## config.mk

```make
export PLATFORM = sky130hd
export DESIGN_NAME = pfdc_top
export DESIGN_NICKNAME = d
export VERILOG_FILES = /design/src/hdl/pfdc_pkg.sv /design/src/hdl/pfdc_top.sv /design/src/hdl/pfdc_ref_div.sv
export SDC_FILE = /design/constraint.sdc
export NUM_CORES = 1
export LEC_CHECK = 0
export ABC_CLOCK_PERIOD_IN_PS = 3500
export BUFFER_PORTS_ARGS = -buffer_cell sky130_fd_sc_hd__buf_4
export CORE_AREA = 8 8 120 122
export CTS_BUF_LIST = sky130_fd_sc_hd__clkbuf_8
export DETAILED_ROUTE_END_ITERATION = 10
export DIE_AREA = 0 0 128 130
export PLACE_DENSITY = 0.66
export SYNTH_ARGS = -nofsm -noshare
export SYNTH_HDL_FRONTEND = slang
export SYNTH_HIERARCHICAL = 1
export SYNTH_SLANG_ARGS = --single-unit
```

## constraint.sdc

```tcl
create_clock -name pclk -period 3.5 [get_ports pclk]
set_input_delay 0 -clock pclk [delete_from_list [all_inputs] [get_ports pclk]]
set_output_delay 0 -clock pclk [all_outputs]
set_load 0.02 [all_outputs]
```

## src/hdl/pfdc_pkg.sv

```systemverilog
`default_nettype none
package pfdc_pkg;

  ////////////////////////////////////////////////////////////////////////////
  // Bus geometry: each register index sits at byte address index * 4
  localparam int               APB_AW       = 12;
  localparam int               APB_DW       = 32;

  // Register indices
  localparam logic [7:0]       IDX_CFG1     = 8'h01;
  localparam logic [7:0]       IDX_REFDIV   = 8'h02;
  localparam logic [7:0]       IDX_PDCTL    = 8'h03;
  localparam logic [7:0]       IDX_PUMP     = 8'h04;
  localparam logic [7:0]       IDX_BUF      = 8'h08;
  localparam logic [7:0]       IDX_STAT     = 8'h0c;

  ////////////////////////////////////////////////////////////////////////////
  // Field positions and widths
  localparam int               SLIP_EN_BIT  = 4;
  localparam int               SLIP_OE_BIT  = 13;
  localparam int               REF_DIV_W    = 14;
  localparam int               DLY_LSB      = 0;
  localparam int               DLY_W        = 3;
  localparam int               SWAP_BIT     = 4;
  localparam int               OFS_LSB      = 14;
  localparam int               OFS_W        = 7;
  localparam int               OFS_UP_BIT   = 21;
  localparam int               OFS_DN_BIT   = 22;
  localparam int               FORCE_UP_BIT = 26;
  localparam int               FORCE_DN_BIT = 27;
  localparam int               HF_BIT       = 11;
  localparam int               BAL_W        = 4;

  // Status word bit positions
  localparam int               ST_UP_BIT    = 0;
  localparam int               ST_DN_BIT    = 1;
  localparam int               ST_SATH_BIT  = 2;
  localparam int               ST_SATL_BIT  = 3;
  localparam int               ST_HOLD_BIT  = 4;

  ////////////////////////////////////////////////////////////////////////////
  // Values after reset
  localparam logic [REF_DIV_W-1:0] REF_DIV_RST = 14'h0001;
  localparam logic [DLY_W-1:0]     DLY_RST     = 3'h0;
  localparam logic [OFS_W-1:0]     OFS_RST     = 7'h00;
  localparam logic [BAL_W-1:0]     BAL_RST     = 4'h0;

  // Slip guard hold states
  typedef enum logic [1:0] {
    SG_IDLE,
    SG_HOLD_UP,
    SG_HOLD_DN
  } pfdc_sg_state_t;

  // Word address match against a register index
  function automatic logic pfdc_hit(input logic [APB_AW-1:0] addr,
                                    input logic [7:0]        idx);
    return addr[APB_AW-1:2] == {2'b00, idx};
  endfunction

endpackage
`default_nettype wire

```

## src/hdl/pfdc_top.sv

```systemverilog
// Functional notes
// - Reference divider is 14 bits, ratio 1 to 16383 inclusive.
// - Comparator weighs divided reference against oscillator; drives pump.
// - Phase swap bit exchanges comparator inputs, reversing gain polarity.
// - Force-up bit holds the up output continuously active.
// - Force-down bit holds the down output continuously active.
// - Large phase error under slip guard keeps pump driving correcting way.
// - Slip guard holds correcting polarity until inputs come back into step.
// - Slip guard works only with both enable and output enable bits set.
// - Three-bit reset delay sets how many balanced comparisons release a slip hold.
// - Seven-bit offset magnitude sets a constant pump offset current.
// - Oversized offset may upset lock indication; operator reduces it.
// - Two saturation outputs tell the companion which input leads.
// - Offset joins the up pump or down pump by its select bits.
`default_nettype none
module pfdc_top
  import pfdc_pkg::*;
(
  input  wire logic                     pclk,
  input  wire logic                     presetn,
  input  wire logic                     psel,
  input  wire logic                     penable,
  input  wire logic                     pwrite,
  input  wire logic [pfdc_pkg::APB_AW-1:0] paddr,
  input  wire logic [pfdc_pkg::APB_DW-1:0] pwdata,
  output logic      [pfdc_pkg::APB_DW-1:0] prdata,
  output logic                          pready,
  output logic                          pslverr,
  input  wire logic                     reference_input_pin,
  input  wire logic                     vco_div_in,
  input  wire logic                     slip_req_up,
  input  wire logic                     slip_req_dn,
  output logic                          pump_up,
  output logic                          pump_dn,
  output logic      [pfdc_pkg::OFS_W-1:0] offset_mag,
  output logic                          offset_to_up,
  output logic                          offset_to_dn,
  output logic                          lead_sat_high,
  output logic                          lead_sat_low,
  output logic                          hf_buffer_mode,
  output logic                          slip_guard_active
);

  ////////////////////////////////////////////////////////////////////////////
  // Declarations
  logic [3:0]           sync1_q, sync2_q, prev_q;
  logic                 ref_edge, vco_edge, req_up, req_dn, ref_tick;
  logic [APB_DW-1:0]    prdata_q, prdata_d, rd_word;
  logic                 pready_q, pready_d, pslverr_q, pslverr_d;
  logic                 mapped, setup, wr_take, ofs_up_wbit;
  logic                 slip_en_q, slip_en_d, slip_oe_q, slip_oe_d;
  logic [REF_DIV_W-1:0] ratio_q, ratio_d;
  logic [DLY_W-1:0]     dly_q, dly_d;
  logic                 swap_q, swap_d, hf_q, hf_d;
  logic [OFS_W-1:0]     ofs_q, ofs_d;
  logic                 ofs_up_q, ofs_up_d, ofs_dn_q, ofs_dn_d;
  logic                 force_up_q, force_up_d, force_dn_q, force_dn_d;
  logic                 a_evt, b_evt, up_n, dn_n, pair_done;
  logic                 up_pend_q, up_pend_d, dn_pend_q, dn_pend_d;
  logic                 sat_up_evt, sat_dn_evt, slip_on, hold_up, hold_dn;
  pfdc_sg_state_t       sg_q, sg_d;
  logic [BAL_W-1:0]     bal_q, bal_d;
  logic                 pump_up_q, pump_up_d, pump_dn_q, pump_dn_d;
  logic                 sath_q, sath_d, satl_q, satl_d;
  logic                 active_q, active_d;

  ////////////////////////////////////////////////////////////////////////////
  // Pin synchronisers; edges are taken only from the second stage
  always_ff @(posedge pclk or negedge presetn) begin
    if (!presetn) begin
      sync1_q <= 4'h0;
      sync2_q <= 4'h0;
      prev_q  <= 4'h0;
    end else begin
      sync1_q <= {slip_req_dn, slip_req_up, vco_div_in, reference_input_pin};
      sync2_q <= sync1_q;
      prev_q  <= sync2_q;
    end
  end

  // Sampled at 200 MHz, so input edges faster than ~90 MHz may be missed
  assign ref_edge = sync2_q[0] & ~prev_q[0];
  assign vco_edge = sync2_q[1] & ~prev_q[1];
  assign req_up   = sync2_q[2];
  assign req_dn   = sync2_q[3];

  pfdc_ref_div u_ref_div (
    .pclk    (pclk),
    .presetn (presetn),
    .edge_in (ref_edge),
    .ratio   (ratio_q),
    .tick    (ref_tick)
  );

  ////////////////////////////////////////////////////////////////////////////
  // APB slave: zero wait states, unmapped addresses answer with pslverr
  always_comb begin
    rd_word = '0;
    if (pfdc_hit(paddr, IDX_CFG1)) begin
      rd_word[SLIP_EN_BIT] = slip_en_q;
      rd_word[SLIP_OE_BIT] = slip_oe_q;
    end else if (pfdc_hit(paddr, IDX_REFDIV)) begin
      rd_word[REF_DIV_W-1:0] = ratio_q;
    end else if (pfdc_hit(paddr, IDX_PDCTL)) begin
      rd_word[DLY_LSB +: DLY_W] = dly_q;
      rd_word[SWAP_BIT]         = swap_q;
    end else if (pfdc_hit(paddr, IDX_PUMP)) begin
      rd_word[OFS_LSB +: OFS_W] = ofs_q;
      rd_word[OFS_UP_BIT]       = ofs_up_q;
      rd_word[OFS_DN_BIT]       = ofs_dn_q;
      rd_word[FORCE_UP_BIT]     = force_up_q;
      rd_word[FORCE_DN_BIT]     = force_dn_q;
    end else if (pfdc_hit(paddr, IDX_BUF)) begin
      rd_word[HF_BIT] = hf_q;
    end else if (pfdc_hit(paddr, IDX_STAT)) begin
      rd_word[ST_UP_BIT]   = pump_up_q;
      rd_word[ST_DN_BIT]   = pump_dn_q;
      rd_word[ST_SATH_BIT] = sath_q;
      rd_word[ST_SATL_BIT] = satl_q;
      rd_word[ST_HOLD_BIT] = active_q;
    end
  end

  assign mapped      = pfdc_hit(paddr, IDX_CFG1) || pfdc_hit(paddr, IDX_REFDIV)
                    || pfdc_hit(paddr, IDX_PDCTL) || pfdc_hit(paddr, IDX_PUMP)
                    || pfdc_hit(paddr, IDX_BUF)   || pfdc_hit(paddr, IDX_STAT);
  assign setup       = psel & ~penable;
  assign wr_take     = psel & penable & pready_q & pwrite & mapped;
  assign ofs_up_wbit = pwdata[OFS_UP_BIT];

  // Register next values; answers are prepared in the setup cycle
  always_comb begin
    pready_d   = setup;
    pslverr_d  = setup & ~mapped;
    prdata_d   = setup ? rd_word : prdata_q;
    slip_en_d  = slip_en_q;
    slip_oe_d  = slip_oe_q;
    ratio_d    = ratio_q;
    dly_d      = dly_q;
    swap_d     = swap_q;
    ofs_d      = ofs_q;
    ofs_up_d   = ofs_up_q;
    ofs_dn_d   = ofs_dn_q;
    force_up_d = force_up_q;
    force_dn_d = force_dn_q;
    hf_d       = hf_q;
    if (wr_take) begin
      if (pfdc_hit(paddr, IDX_CFG1)) begin
        slip_en_d = pwdata[SLIP_EN_BIT];
        slip_oe_d = pwdata[SLIP_OE_BIT];
      end
      if (pfdc_hit(paddr, IDX_REFDIV)) begin
        ratio_d = pwdata[REF_DIV_W-1:0];
      end
      if (pfdc_hit(paddr, IDX_PDCTL)) begin
        dly_d  = pwdata[DLY_LSB +: DLY_W];
        swap_d = pwdata[SWAP_BIT];
      end
      if (pfdc_hit(paddr, IDX_PUMP)) begin
        ofs_d      = pwdata[OFS_LSB +: OFS_W];
        ofs_up_d   = pwdata[OFS_UP_BIT];
        ofs_dn_d   = pwdata[OFS_DN_BIT];
        force_up_d = pwdata[FORCE_UP_BIT];
        force_dn_d = pwdata[FORCE_DN_BIT];
      end
      if (pfdc_hit(paddr, IDX_BUF)) begin
        hf_d = pwdata[HF_BIT];
      end
    end
  end

  always_ff @(posedge pclk or negedge presetn) begin
    if (!presetn) begin
      pready_q   <= 1'b0;
      pslverr_q  <= 1'b0;
      prdata_q   <= '0;
      slip_en_q  <= 1'b0;
      slip_oe_q  <= 1'b0;
      ratio_q    <= REF_DIV_RST;
      dly_q      <= DLY_RST;
      swap_q     <= 1'b0;
      ofs_q      <= OFS_RST;
      ofs_up_q   <= 1'b0;
      ofs_dn_q   <= 1'b0;
      force_up_q <= 1'b0;
      force_dn_q <= 1'b0;
      hf_q       <= 1'b0;
    end else begin
      pready_q   <= pready_d;
      pslverr_q  <= pslverr_d;
      prdata_q   <= prdata_d;
      slip_en_q  <= slip_en_d;
      slip_oe_q  <= slip_oe_d;
      ratio_q    <= ratio_d;
      dly_q      <= dly_d;
      swap_q     <= swap_d;
      ofs_q      <= ofs_d;
      ofs_up_q   <= ofs_up_d;
      ofs_dn_q   <= ofs_dn_d;
      force_up_q <= force_up_d;
      force_dn_q <= force_dn_d;
      hf_q       <= hf_d;
    end
  end

  ////////////////////////////////////////////////////////////////////////////
  // Phase comparator, slip guard and pump drive
  always_comb begin
    a_evt      = swap_q ? vco_edge : ref_tick;
    b_evt      = swap_q ? ref_tick : vco_edge;
    up_n       = up_pend_q | a_evt;
    dn_n       = dn_pend_q | b_evt;
    pair_done  = up_n & dn_n;
    up_pend_d  = up_n & ~pair_done;
    dn_pend_d  = dn_n & ~pair_done;
    // A second edge on one side before the other arrives is a slip
    sat_up_evt = a_evt & up_pend_q & ~b_evt;
    sat_dn_evt = b_evt & dn_pend_q & ~a_evt;
    slip_on    = slip_en_q & slip_oe_q;
    hold_up    = (sg_q == SG_HOLD_UP);
    hold_dn    = (sg_q == SG_HOLD_DN);
    sg_d       = sg_q;
    bal_d      = bal_q;
    unique case (sg_q)
      SG_IDLE: begin
        bal_d = BAL_RST;
        if (slip_on && (sat_up_evt || req_up)) begin
          sg_d = SG_HOLD_UP;
        end else if (slip_on && (sat_dn_evt || req_dn)) begin
          sg_d = SG_HOLD_DN;
        end
      end
      SG_HOLD_UP, SG_HOLD_DN: begin
        if (!slip_on) begin
          sg_d = SG_IDLE;
        end else if (hold_up ? (sat_up_evt || req_up)
                             : (sat_dn_evt || req_dn)) begin
          bal_d = BAL_RST;
        end else if (pair_done) begin
          // Release after delay+1 balanced comparisons in a row
          if (bal_q == {1'b0, dly_q}) begin
            sg_d = SG_IDLE;
          end else begin
            bal_d = bal_q + 4'h1;
          end
        end
      end
    endcase
    // Forced bits win over both normal pulses and the slip guard
    pump_up_d = force_up_q | hold_up | (up_pend_d & ~hold_dn);
    pump_dn_d = force_dn_q | hold_dn | (dn_pend_d & ~hold_up);
    sath_d    = sat_up_evt | (sath_q & ~sat_dn_evt & ~pair_done);
    satl_d    = sat_dn_evt | (satl_q & ~sat_up_evt & ~pair_done);
    active_d  = (sg_d != SG_IDLE);
  end

  always_ff @(posedge pclk or negedge presetn) begin
    if (!presetn) begin
      up_pend_q <= 1'b0;
      dn_pend_q <= 1'b0;
      sg_q      <= SG_IDLE;
      bal_q     <= BAL_RST;
      pump_up_q <= 1'b0;
      pump_dn_q <= 1'b0;
      sath_q    <= 1'b0;
      satl_q    <= 1'b0;
      active_q  <= 1'b0;
    end else begin
      up_pend_q <= up_pend_d;
      dn_pend_q <= dn_pend_d;
      sg_q      <= sg_d;
      bal_q     <= bal_d;
      pump_up_q <= pump_up_d;
      pump_dn_q <= pump_dn_d;
      sath_q    <= sath_d;
      satl_q    <= satl_d;
      active_q  <= active_d;
    end
  end

  ////////////////////////////////////////////////////////////////////////////
  // Outputs, all straight from flip-flops
  assign prdata            = prdata_q;
  assign pready            = pready_q;
  assign pslverr           = pslverr_q;
  assign pump_up           = pump_up_q;
  assign pump_dn           = pump_dn_q;
  // Too large a value can upset lock indication downstream
  assign offset_mag        = ofs_q;
  assign offset_to_up      = ofs_up_q;
  assign offset_to_dn      = ofs_dn_q;
  assign lead_sat_high     = sath_q;
  assign lead_sat_low      = satl_q;
  assign hf_buffer_mode    = hf_q;
  assign slip_guard_active = active_q;
endmodule
`default_nettype wire

```

## src/hdl/pfdc_ref_div.sv

```systemverilog
`default_nettype none
module pfdc_ref_div
  import pfdc_pkg::*;
(
  input  wire logic                 pclk,
  input  wire logic                 presetn,
  input  wire logic                 edge_in,
  input  wire logic [REF_DIV_W-1:0] ratio,
  output logic                      tick
);

  logic [REF_DIV_W-1:0] cnt_q;
  logic [REF_DIV_W-1:0] cnt_d;
  logic                 tick_q;
  logic                 tick_d;
  logic                 last;

  ////////////////////////////////////////////////////////////////////////////
  // Count reference edges; ratio 0 behaves as 1 so the clock never stops
  always_comb begin
    last   = (ratio <= REF_DIV_RST) || (cnt_q >= ratio - REF_DIV_RST);
    cnt_d  = cnt_q;
    tick_d = 1'b0;
    if (edge_in) begin
      if (last) begin
        cnt_d  = '0;
        tick_d = 1'b1;
      end else begin
        cnt_d  = cnt_q + REF_DIV_RST;
      end
    end
  end

  // Registering the tick keeps the comparator input glitch free
  always_ff @(posedge pclk or negedge presetn) begin
    if (!presetn) begin
      cnt_q  <= '0;
      tick_q <= 1'b0;
    end else begin
      cnt_q  <= cnt_d;
      tick_q <= tick_d;
    end
  end

  assign tick = tick_q;

endmodule
`default_nettype wire

```

# Word-level counts from Yosys, hierarchy flattened
# Cells that the tools add are included.
[word_totals]
output_inout_bits = 49
elab_cells = 148
regBits = 97
input_bits = 53
[classes]
add_sub_neg = 3
bitwise = 41
muxes = 43
eq_ne = 12
reduce_logical = 19
n_lt_le_gt_ge = 2
[ops]
columns = ["operator", "n"]
rows = [
  ["$mux W9", 4],
  ["$and A1 B1 Y1", 22],
  ["$mux W2", 11],
  ["$eq A10 B2 Y1 const B", 2],
  ["$eq A10 B4 Y1 const B", 2],
  ["$mux W4", 5],
  ["$mux W5", 4],
  ["$add A14 B1 Y14 const B", 1],
  ["$ge A14 B14 Y1", 1],
  ["$le A14 B1 Y1 const B", 1],
  ["$mux W14", 1],
  ["$sub A14 B1 Y14 const B", 1],
  ["$mux W1", 13],
  ["$not A1 Y1", 11],
  ["$eq A10 B1 Y1 const B", 1],
  ["$eq A10 B3 Y1 const B", 1],
  ["$reduce_and A2 Y1", 5],
  ["$logic_or A1 B1 Y1", 8],
  ["$mux W8", 1],
  ["$or A1 B1 Y1", 8],
  ["$pmux W4 S2", 1],
  ["$mux W6", 1],
  ["$ne A3 B3 Y1 const B", 2],
  ["$add A4 B1 Y4 const B", 1],
  ["11 further kinds", 12],
]

# Longest topological paths before layout
# Gate-level depths: netlist of the first run.
[logic_depth]
depth_word = 11
mapped_depth = 11
ltp_nobuf = 11

# Modules after synthesis
# The synthesis of the first run kept the hierarchy.
[modules_own_cells]
columns = ["mod", "area_per_inst_um2", "instances", "seq_area_each_um2", "cells_per_inst"]
rows = [
  ["pfdc_top", 3569.7, 1, 2053.2, 299],
  ["pfdc_ref_div", 1295.0, 1, 375.4, 144],
]

# Least setup slack after synthesis of the first run
# No wires, ideal clock.
[synth_path]
kind = "reg-to-reg"
startpoint = "register ratio_q[7]"
endpoint = "register u_ref_div.cnt_q[3]"
synth_period_minus_slack_ns = 3.108
setup_ns = 0.083
arrival_time_ns = 3.025
slack_ns = 0.392
path_buffers = 0
t_required_ns = 3.417
stages_incl_launch_ff = 11
cell_sequence = "dfrtp_1 -> or4_4 -> or3_1 -> nor3_1 -> xnor2_1 -> ha_1 -> nand4_1 -> nor2_1 -> a221oi_1 -> nand4_1 -> o22ai_1"
[synth_via]
elab_chain_len = 4
elab_cells_between_ends = 5
cone_classes = "add/sub: 1; order compare: 2; mux: 1; reduce/logical: 1"
[synth_rtl]
columns = ["element", "line", "rtl"]
rows = [
  ["start: declaration", "pfdc_top.sv:52", "logic [REF_DIV_W-1:0] ratio_q, ratio_d;"],
  ["start signal: assignment", "pfdc_top.sv:194", "ratio_q <= ratio_d;"],
  ["$sub A14 B1 Y14", "pfdc_ref_div.sv:21", "last = (ratio <= REF_DIV_RST) || (cnt_q >= ratio - REF_DIV_RST);"],
  ["$ge A14 B14 Y1", "pfdc_ref_div.sv:21", ""],
  ["$logic_or A1 B1 Y1 *", "pfdc_ref_div.sv:21", ""],
  ["$mux W14 *", "pfdc_ref_div.sv:25", "if (last) begin"],
  ["end signal: assignment", "pfdc_ref_div.sv:40", "cnt_q <= cnt_d;"],
  ["end: declaration", "pfdc_ref_div.sv:12", "logic [REF_DIV_W-1:0] cnt_q;"],
]
# Every way passes the cells marked *; elsewhere a longest branch is shown, timed or not.
# A chain may end at the register's enable or synchronous reset.

# Final worst setup path of the first run
[layout_path]
startpoint = "register ratio_q[7]"
endpoint = "register u_ref_div.cnt_q[11]"
# Same word-level chain as after synthesis.

==> summary.txt, run 1 <==
Pwr
  – Seq pwr share: 0.551
  – Power, Total: 0.00213 W
  – Leakage: 3.01 nW
  – Switching Power: between 0.0005 and 0.0006 W
  – Pwr/cell area: 341 nW/µm²
  – Clock power frac: 0.343
  – Maximum VDD drop: 0.257 mV
  – Switch share: 0.255
  – Combinational share of power: 0.106
  – Pint: 0.00158 W

Setup path
  – Worst path required time: between 3 and 4 ns
  – Worst EP arrival: about 3.4 ns
  – Startpoint types: flop
  – Critical path's largest stage delay: a little under 0.6 ns
  – Crit-path max FO: 10
  – Top delay family on crit path: simple AND/OR/NAND/NOR gates
  – WP buf/inv: 1
  – CP most frequent cell: nor2_1
  – CP max stage cell: or4_4
  – CP Capture Type: flop
  – Crit path kind: reg2reg
  – R2R Setup Slk: 0.30 ns
  – CP Cell Sequence: or4_4 > nor4b_4 > nand3_1 > xor2_1 > ha_1 > nand4_1 > nor2_1 > a221oi_1 > buf_4 > a31oi_4 > nor2_1

STA
  – Final slew viol count: 0
  – Tcrit/Tclk final: 0.914
  – Final min period: approximately 3.2 ns
  – Fmax: ~310 MHz
  – Final Skew: about 0.017 ns
  – RSZ-0062 raised after global routing: false
  – Final WS setup: roughly 0.30 ns
  – Final Hold Viols: 0
  – Final setup vio count: 0
  – Headroom to the max-slew limit: 0.344
  – Worst-margin pin slew: between 0.9 and 1 ns
  – Fin Setup TNS: 0 ns

Clocking
  – CTS Buf Count: 9
  – Root Buffer: clkbuf_8
  – Max Buffers Root-to-Sink: 2
  – H-tree depth: 3
  – CTS tree: built
  – Post-CTS Setup Bufs: 0
  – Clk slew on worst S/H paths: 0.10 ns
  – Clock sink count: 97
  – Worst-Skew Late Latency: 0.37 ns

GRT
  – Global route overflow: 0
  – Tot GR Track Use: 0.152
  – Vias in the first global route: 4098
  – Largest net degree at the start of global routing: 80
  – First-pass GRT wire length: a little over 20000 µm
  – Antenna violations before repair: 0

Die
  – Die Width: 128 µm
  – Cell Rows: just over 40
  – Initial core utilization: 0.392
  – Die Span Y: ~130 µm
  – Top-level I/O count: slightly above 100
  – Die area: approximately 17000 µm²
  – Placeable Area: around 12000 µm²

Job
  – Max-Cap Viols: 0

Logic synthesis
  – Synthesized instance count: about 440
  – Distinct cells, synth: 62
  – Post-synth EDFFs: 0
  – Register bit total from synthesis: 97
  – Most used DFF post-synth: dfrtp_1
  – Post-Syn Area per Cell: 11.0 µm²
  – Seq/Total Area, Yosys: 0.499
  – Cell Area, Synth: approximately 4900 µm²
  – Yosys warns: 6
  – Async SR Flop Fraction: 1.00

Routing
  – Vias/cell: slightly above 5
  – Via count: approximately 3800
  – WL per Instance: between 15 and 20 µm
  – TritonRoute pass-1 iters: 5
  – Drc violations: 0
  – Post-route ant nets: 0
  – Initial drt markers: roughly 290
  – Routed wire length: ~12000 µm

Layout
  – Share of layout cells above drive strength 1: 0.263
  – Layout Nets: between 600 and 700
  – Post-route cell area: slightly above 6000 µm²
  – Fillers: approximately 1100
  – ANT cells: 0
  – Synth-to-Final Area Change: 28.0%
  – Post-layout util: 0.502

Placed design
  – HPWL after DPL: around 8900 µm
  – GP Congestion: roughly 0.85
  – I/O Buffers: 85
  – Placement Setup Slack: 0.350 ns
  – DP Area: ~5700 µm²

Hold path
  – Hold crit path type: in2reg

Run status
  – Status: finished clean
-- cell usage after synthesis (3+ instances only) --
cell type,instances,area share
nand2_1,38,0.029
buf_4,8,0.012
ha_1,20,0.051
nand4_1,7,0.0090
xnor2_1,13,0.023
mux2_2,31,0.072
nand2b_1,5,0.0064
nand3_1,11,0.011
nor3_1,12,0.012
o22ai_1,8,0.010
nor2_1,36,0.028
inv_1,18,0.014
nor2b_1,4,0.0051
xor2_1,12,0.022
nor4_1,3,0.0039
a22o_1,21,0.038
dfrtp_1,96,0.49
clkbuf_1,6,0.0046
a21oi_1,20,0.021
o21ai_0,15,0.015
-- worst register-to-register path, cell delays in order (launching register included) --
cell      delay, ns
dfrtp_1        0.43
or4_4          0.59
nor4b_4        0.33
nand3_1        0.14
xor2_1         0.16
ha_1           0.33
nand4_1        0.12
nor2_1         0.19
a221oi_1       0.13
buf_4          0.17
a31oi_4        0.37
nor2_1         0.12
-- per-layer routing --
metal,global-route usage,vias to the layer above,share of wire
li1,-,1848,-
met1,0.189,1869,0.44
met2,0.244,107,0.47
met3,0.0645,8,0.085
met4,0.0280,0,0.0060
met5,0,-,0
-- layout by cell type (no fill, tap or decap), types with 3 or more instances in the layout --
cell,Yosys,final
xnor2_1,13,13
nor2_1,36,36
o22ai_1,8,8
nor2b_1,4,4
dfrtp_1,96,96
xor2_1,12,12
a22o_1,21,21
nand2_1,38,38
o21ai_0,15,15
nand2b_1,5,5
buf_4,8,92
mux2_2,31,31
conb_1,1,7
dlygate4sd3_1,0,34
inv_1,18,19
nor4_1,3,3
nand4_1,7,7
a21oi_1,20,20
clkbuf_8,0,9
ha_1,20,20
nor3_1,12,12
nand3_1,11,11
-- registers in the layout, summed over array words and instances (netlist names), 2 cells and up --
| signal | flops |
|---|---|
| prev_q | 2 |
| dly_q | 3 |
| u_ref_div/cnt_q | 14 |
| bal_q | 4 |
| sync2_q | 4 |
| offset_mag | 7 |
| prdata | 25 |
| ratio_q | 14 |
| sync1_q | 4 |
| sg_q | 2 |
-- metrics by stage --
stage / hold WS (ns) / instances
detailed placement: 0.110 / 697
global placement: 0.111 / 697
global route: 0.0155 / 747
finish: 0.0268 / 747
floorplan: -0.296 / 449
CTS: 0.00526 / 747
-- cells by family after synthesis --
logic type      after synthesis  share of synthesized area
simple gates                142                      0.155
flops                        97                      0.499
compound gates               90                      0.134
buf+inv                      34                     0.0342
mux                          33                     0.0784
xor+xnor                     25                     0.0450
fa+ha+maj                    21                     0.0535
other cells                   1                   0.000771
-- path summary, 6_finish.rpt --
kind | endpoint | start | depth (start not counted)
max in group asynchronous | ratio_q[11] | presetn | 3
setup / recovery | u_ref_div/cnt_q[11] | ratio_q[7] | 11
hold / removal | hf_buffer_mode | paddr[4] | 4
hold reg to reg | sync2_q[3] | sync1_q[3] | 0
min in group asynchronous | dly_q[0] | presetn | 2
setup reg to reg | u_ref_div/cnt_q[11] | ratio_q[7] | 11
-- cell type report --
cell class	count	area, µm²	area share
multi-input combinational	318	2290	0.368
inverter	18	67.6	0.0108
timing repair buffer	126	1030	0.166
clock buffer	9	124	0.0199
clock inverter	7	70.1	0.0112
tap	172	215	0.0346
sequential	97	2430	0.390
-- power groups by stage --
stage | clock (W) | combinational [W] | sequential, W
floorplan | 0 | 0.0000781 | 0.00120
finish | 0.000728 | 0.000226 | 0.00117
global route | 0.000800 | 0.000247 | 0.00118
detailed placement | 0 | 0.000196 | 0.00119
global placement | 0 | 0.000193 | 0.00119
CTS | 0.000755 | 0.000228 | 0.00117
-- repair_timing --
| action | in CTS | in global routing |
|---|---|---|
| hold buffers | 34 | 0 |
| endpoints found under the hold margin | 115 | 0 |
| setup endpoints to repair | 0 | 0 |
| gates resized for setup | 0 | 0 |
No activity file was read; power rests on OpenSTA's default activity.
==> run 2, diff against run 1 <==
- ABC_CLOCK_PERIOD_IN_PS: 3500 -> 2900
- CTS_BUF_LIST: sky130_fd_sc_hd__clkbuf_8 -> default
- GPL_TIMING_DRIVEN: default -> 0
- PLACE_DENSITY: 0.66 -> 0.69
- clock period: 3.5 -> 2.9 ns (I/O delays scaled with it)
==> summary.txt, run 2 (synthesized netlist as in run 1, its figures left out) <==
Die
  – Cell Rows: 41 (unchanged)
  – Top-level I/O count: 102 (unchanged)
  – Die Span Y: 130 µm (unchanged)
  – Die area: 16600 µm² (unchanged)
  – Die Width: 128 µm (unchanged)
  – Placeable Area: 12400 µm² (unchanged)
  – Initial core utilization: 0.392 (unchanged)

Setup path
  – Crit path kind: reg2reg
  – CP Capture Type: flop
  – Worst EP arrival: 3.30 ns (-0.13 ns)
  – Worst path required time: 3.16 ns (-0.57 ns)
  – Crit-path max FO: 4 (-6)
  – Startpoint types: flop

Routing
  – TritonRoute pass-1 iters: 4 (-1)
  – Vias/cell: 5.15 (+0.39%)
  – Routed wire length: 12300 µm (+1.7%)
  – Post-route ant nets: 0 (unchanged)
  – Initial drt markers: 231 (-20%)
  – Drc violations: 0 (unchanged)
  – WL per Instance: 16.1 µm (-0.27%)
  – Via count: 3924 (+2.4%)

GRT
  – Tot GR Track Use: 0.150 (-0.00247)
  – First-pass GRT wire length: 20000 µm (-1.8%)
  – Vias in the first global route: 4097 (-0.024%)
  – Antenna violations before repair: 0 (unchanged)
  – Global route overflow: 0 (unchanged)
  – Largest net degree at the start of global routing: 98 (+23%)

Placed design
  – GP Congestion: 0.856 (+0.81%)
  – HPWL after DPL: 8810 µm (-0.75%)
  – I/O Buffers: 84 (-1.2%)
  – DP Cell Count: 705 (+1.1%)

Layout
  – Synth-to-Final Area Change: 33.9%
  – Layout Nets: 658 (+2.3%)
  – ANT cells: 0 (unchanged)
  – Area occupied by multi-input gates: 2380 µm² (+4.0%)
  – Max reg flops: 25 (unchanged)
  – Post-layout util: 0.525 (+0.0229)
  – Most frequent cells in the layout: buf_4, dfrtp_1, nand2_1
  – Sequential cell area: 2430 µm² (+0.15%)
  – Commonest non-fill, non-tap cell in the layout: buf_4
  – Non-filler cells, final: 762 (+2.0%)
  – Fillers: 1083 (-2.3%)
  – Share of layout cells above drive strength 1: 0.298 (+0.0357)

Clocking
  – Root Buffer: clkbuf_16
  – CTS tree: built
  – Clock sink count: 97 (unchanged)
  – Worst-Skew Late Latency: 0.34 ns (-0.03 ns)
  – Max Buffers Root-to-Sink: 2 (unchanged)
  – Clk slew on worst S/H paths: 0.06 ns (-0.04 ns)
  – H-tree depth: 3 (unchanged)
  – CTS Buf Count: 9 (unchanged)

STA
  – Fin Setup TNS: -1.85 ns (-1.85 ns)
  – Final setup vio count: 15 (+15)
  – Worst-margin pin slew: 1.21 ns (+0.230 ns)
  – Tcrit/Tclk final: 1.05 (+0.136)
  – RSZ-0062 raised after global routing: true
  – Final min period: 3.05 ns (-0.154 ns)
  – Fmax: 328 MHz (+5.0%)
  – Final WS setup: -0.146 ns (-0.446 ns)
  – Final Skew: 0.00747 ns (-0.00969 ns)
  – Headroom to the max-slew limit: 0.191 (-0.153)
  – Final Hold Viols: 0 (unchanged)
  – Final slew viol count: 0 (unchanged)
  – Hold WS: 0.0254 ns (-0.00138 ns)

Pwr
  – Switching Power: 0.000676 W (+25%)
  – Maximum VDD drop: 0.318 mV (+24%)
  – Clock power frac: 0.393 (+0.050)
  – Combinational share of power: 0.102 (-0.004)
  – Seq pwr share: 0.505 (-0.046)
  – Pint: 0.00213 W (+34%)
  – Leakage: 3.10 nW (+3.0%)
  – Switch share: 0.241 (-0.0138)
  – Pwr/cell area: 430 nW/µm² (+26%)
  – Power, Total: 0.00280 W (+32%)

Run status
  – Failing checks: setup timing
  – Status: complete, but fails checks

Job
  – Max-Cap Viols: 0 (unchanged)

Hold path
  – Hold crit path type: in2reg
[run 2: cell types whose count changed in the layout (fill, tap and decap cells not counted), sizes merged]
cell	delta
dlygate4sd3	-2
clkinvlp	+2
bufinv	-1
clkbuf	+9
clkinv	-2
buf	+11
inv	-2
[run 2: worst max-delay path: stages (launching register included)]
cell and delay [ns]:
dfrtp_2 0.41, or4_4 0.58, or3_4 0.38, nor3_4 0.12
xnor2_1 0.15, ha_1 0.27, nand4_1 0.18, nor2_4 0.07
a221oi_4 0.37, nand4_1 0.22, o22ai_1 0.22
[run 2: stage by stage]
stage | instance area [µm²] | setup slack (ns)
floorplan | 4910 | 0.0532
global placement | 5760 | -0.248
detailed placement | 5760 | -0.320
CTS | 6470 | -0.145
global route | 6510 | -0.325
finish | 6510 | -0.146
[run 2: routing by layer]
| layer | global-route usage | vias up | share of wire |
|---|---|---|---|
| met3 | 0.0677 | 15 | 0.085 |
| li1 | - | 1879 | - |
| met5 | 0 | - | 0 |
| met1 | 0.176 | 1918 | 0.42 |
| met4 | 0.0392 | 0 | 0.012 |
| met2 | 0.244 | 112 | 0.48 |
[run 2: layout make-up]
class	count	share of cell area
Buffer	16	0.0152
Clock buffer	12	0.0378
Clock inverter	4	0.00442
Inverter	18	0.0104
Multi-Input combinational cell	318	0.366
Sequential cell	97	0.373
Tap cell	172	0.0330
Timing Repair Buffer	125	0.159
[run 2: worst paths after layout]
path	start	endpoint	slack (ns)	cells past startpoint
max	ratio_q[5]	u_ref_div/cnt_q[3]	-0.15	10
min	paddr[4]	prdata[13]	0.03	4
max reg2reg	ratio_q[5]	u_ref_div/cnt_q[3]	-0.15	10
min reg2reg	sync1_q[3]	sync2_q[3]	0.35	0
max in group asynchronous	presetn	ratio_q[7]	1.64	2
min in group asynchronous	presetn	u_ref_div/cnt_q[5]	0.45	2
[run 2: power groups by stage]
stage	logic (W)	clock network, W	registers, W
floorplan	0.0000944	0	0.00145
global placement	0.000237	0	0.00144
detailed placement	0.000242	0	0.00144
CTS	0.000284	0.00114	0.00141
global route	0.000311	0.00119	0.00142
finish	0.000285	0.00110	0.00142
[run 2: timing repair]
item                                    in CTS  in global routing
setup buffers                                8                  1
endpoints found under the setup margin      15                 15
gates resized for setup                     10                  7
pin swaps                                   11                  9
hold endpoints to repair                   134                  0
hold buffers                                32                  0
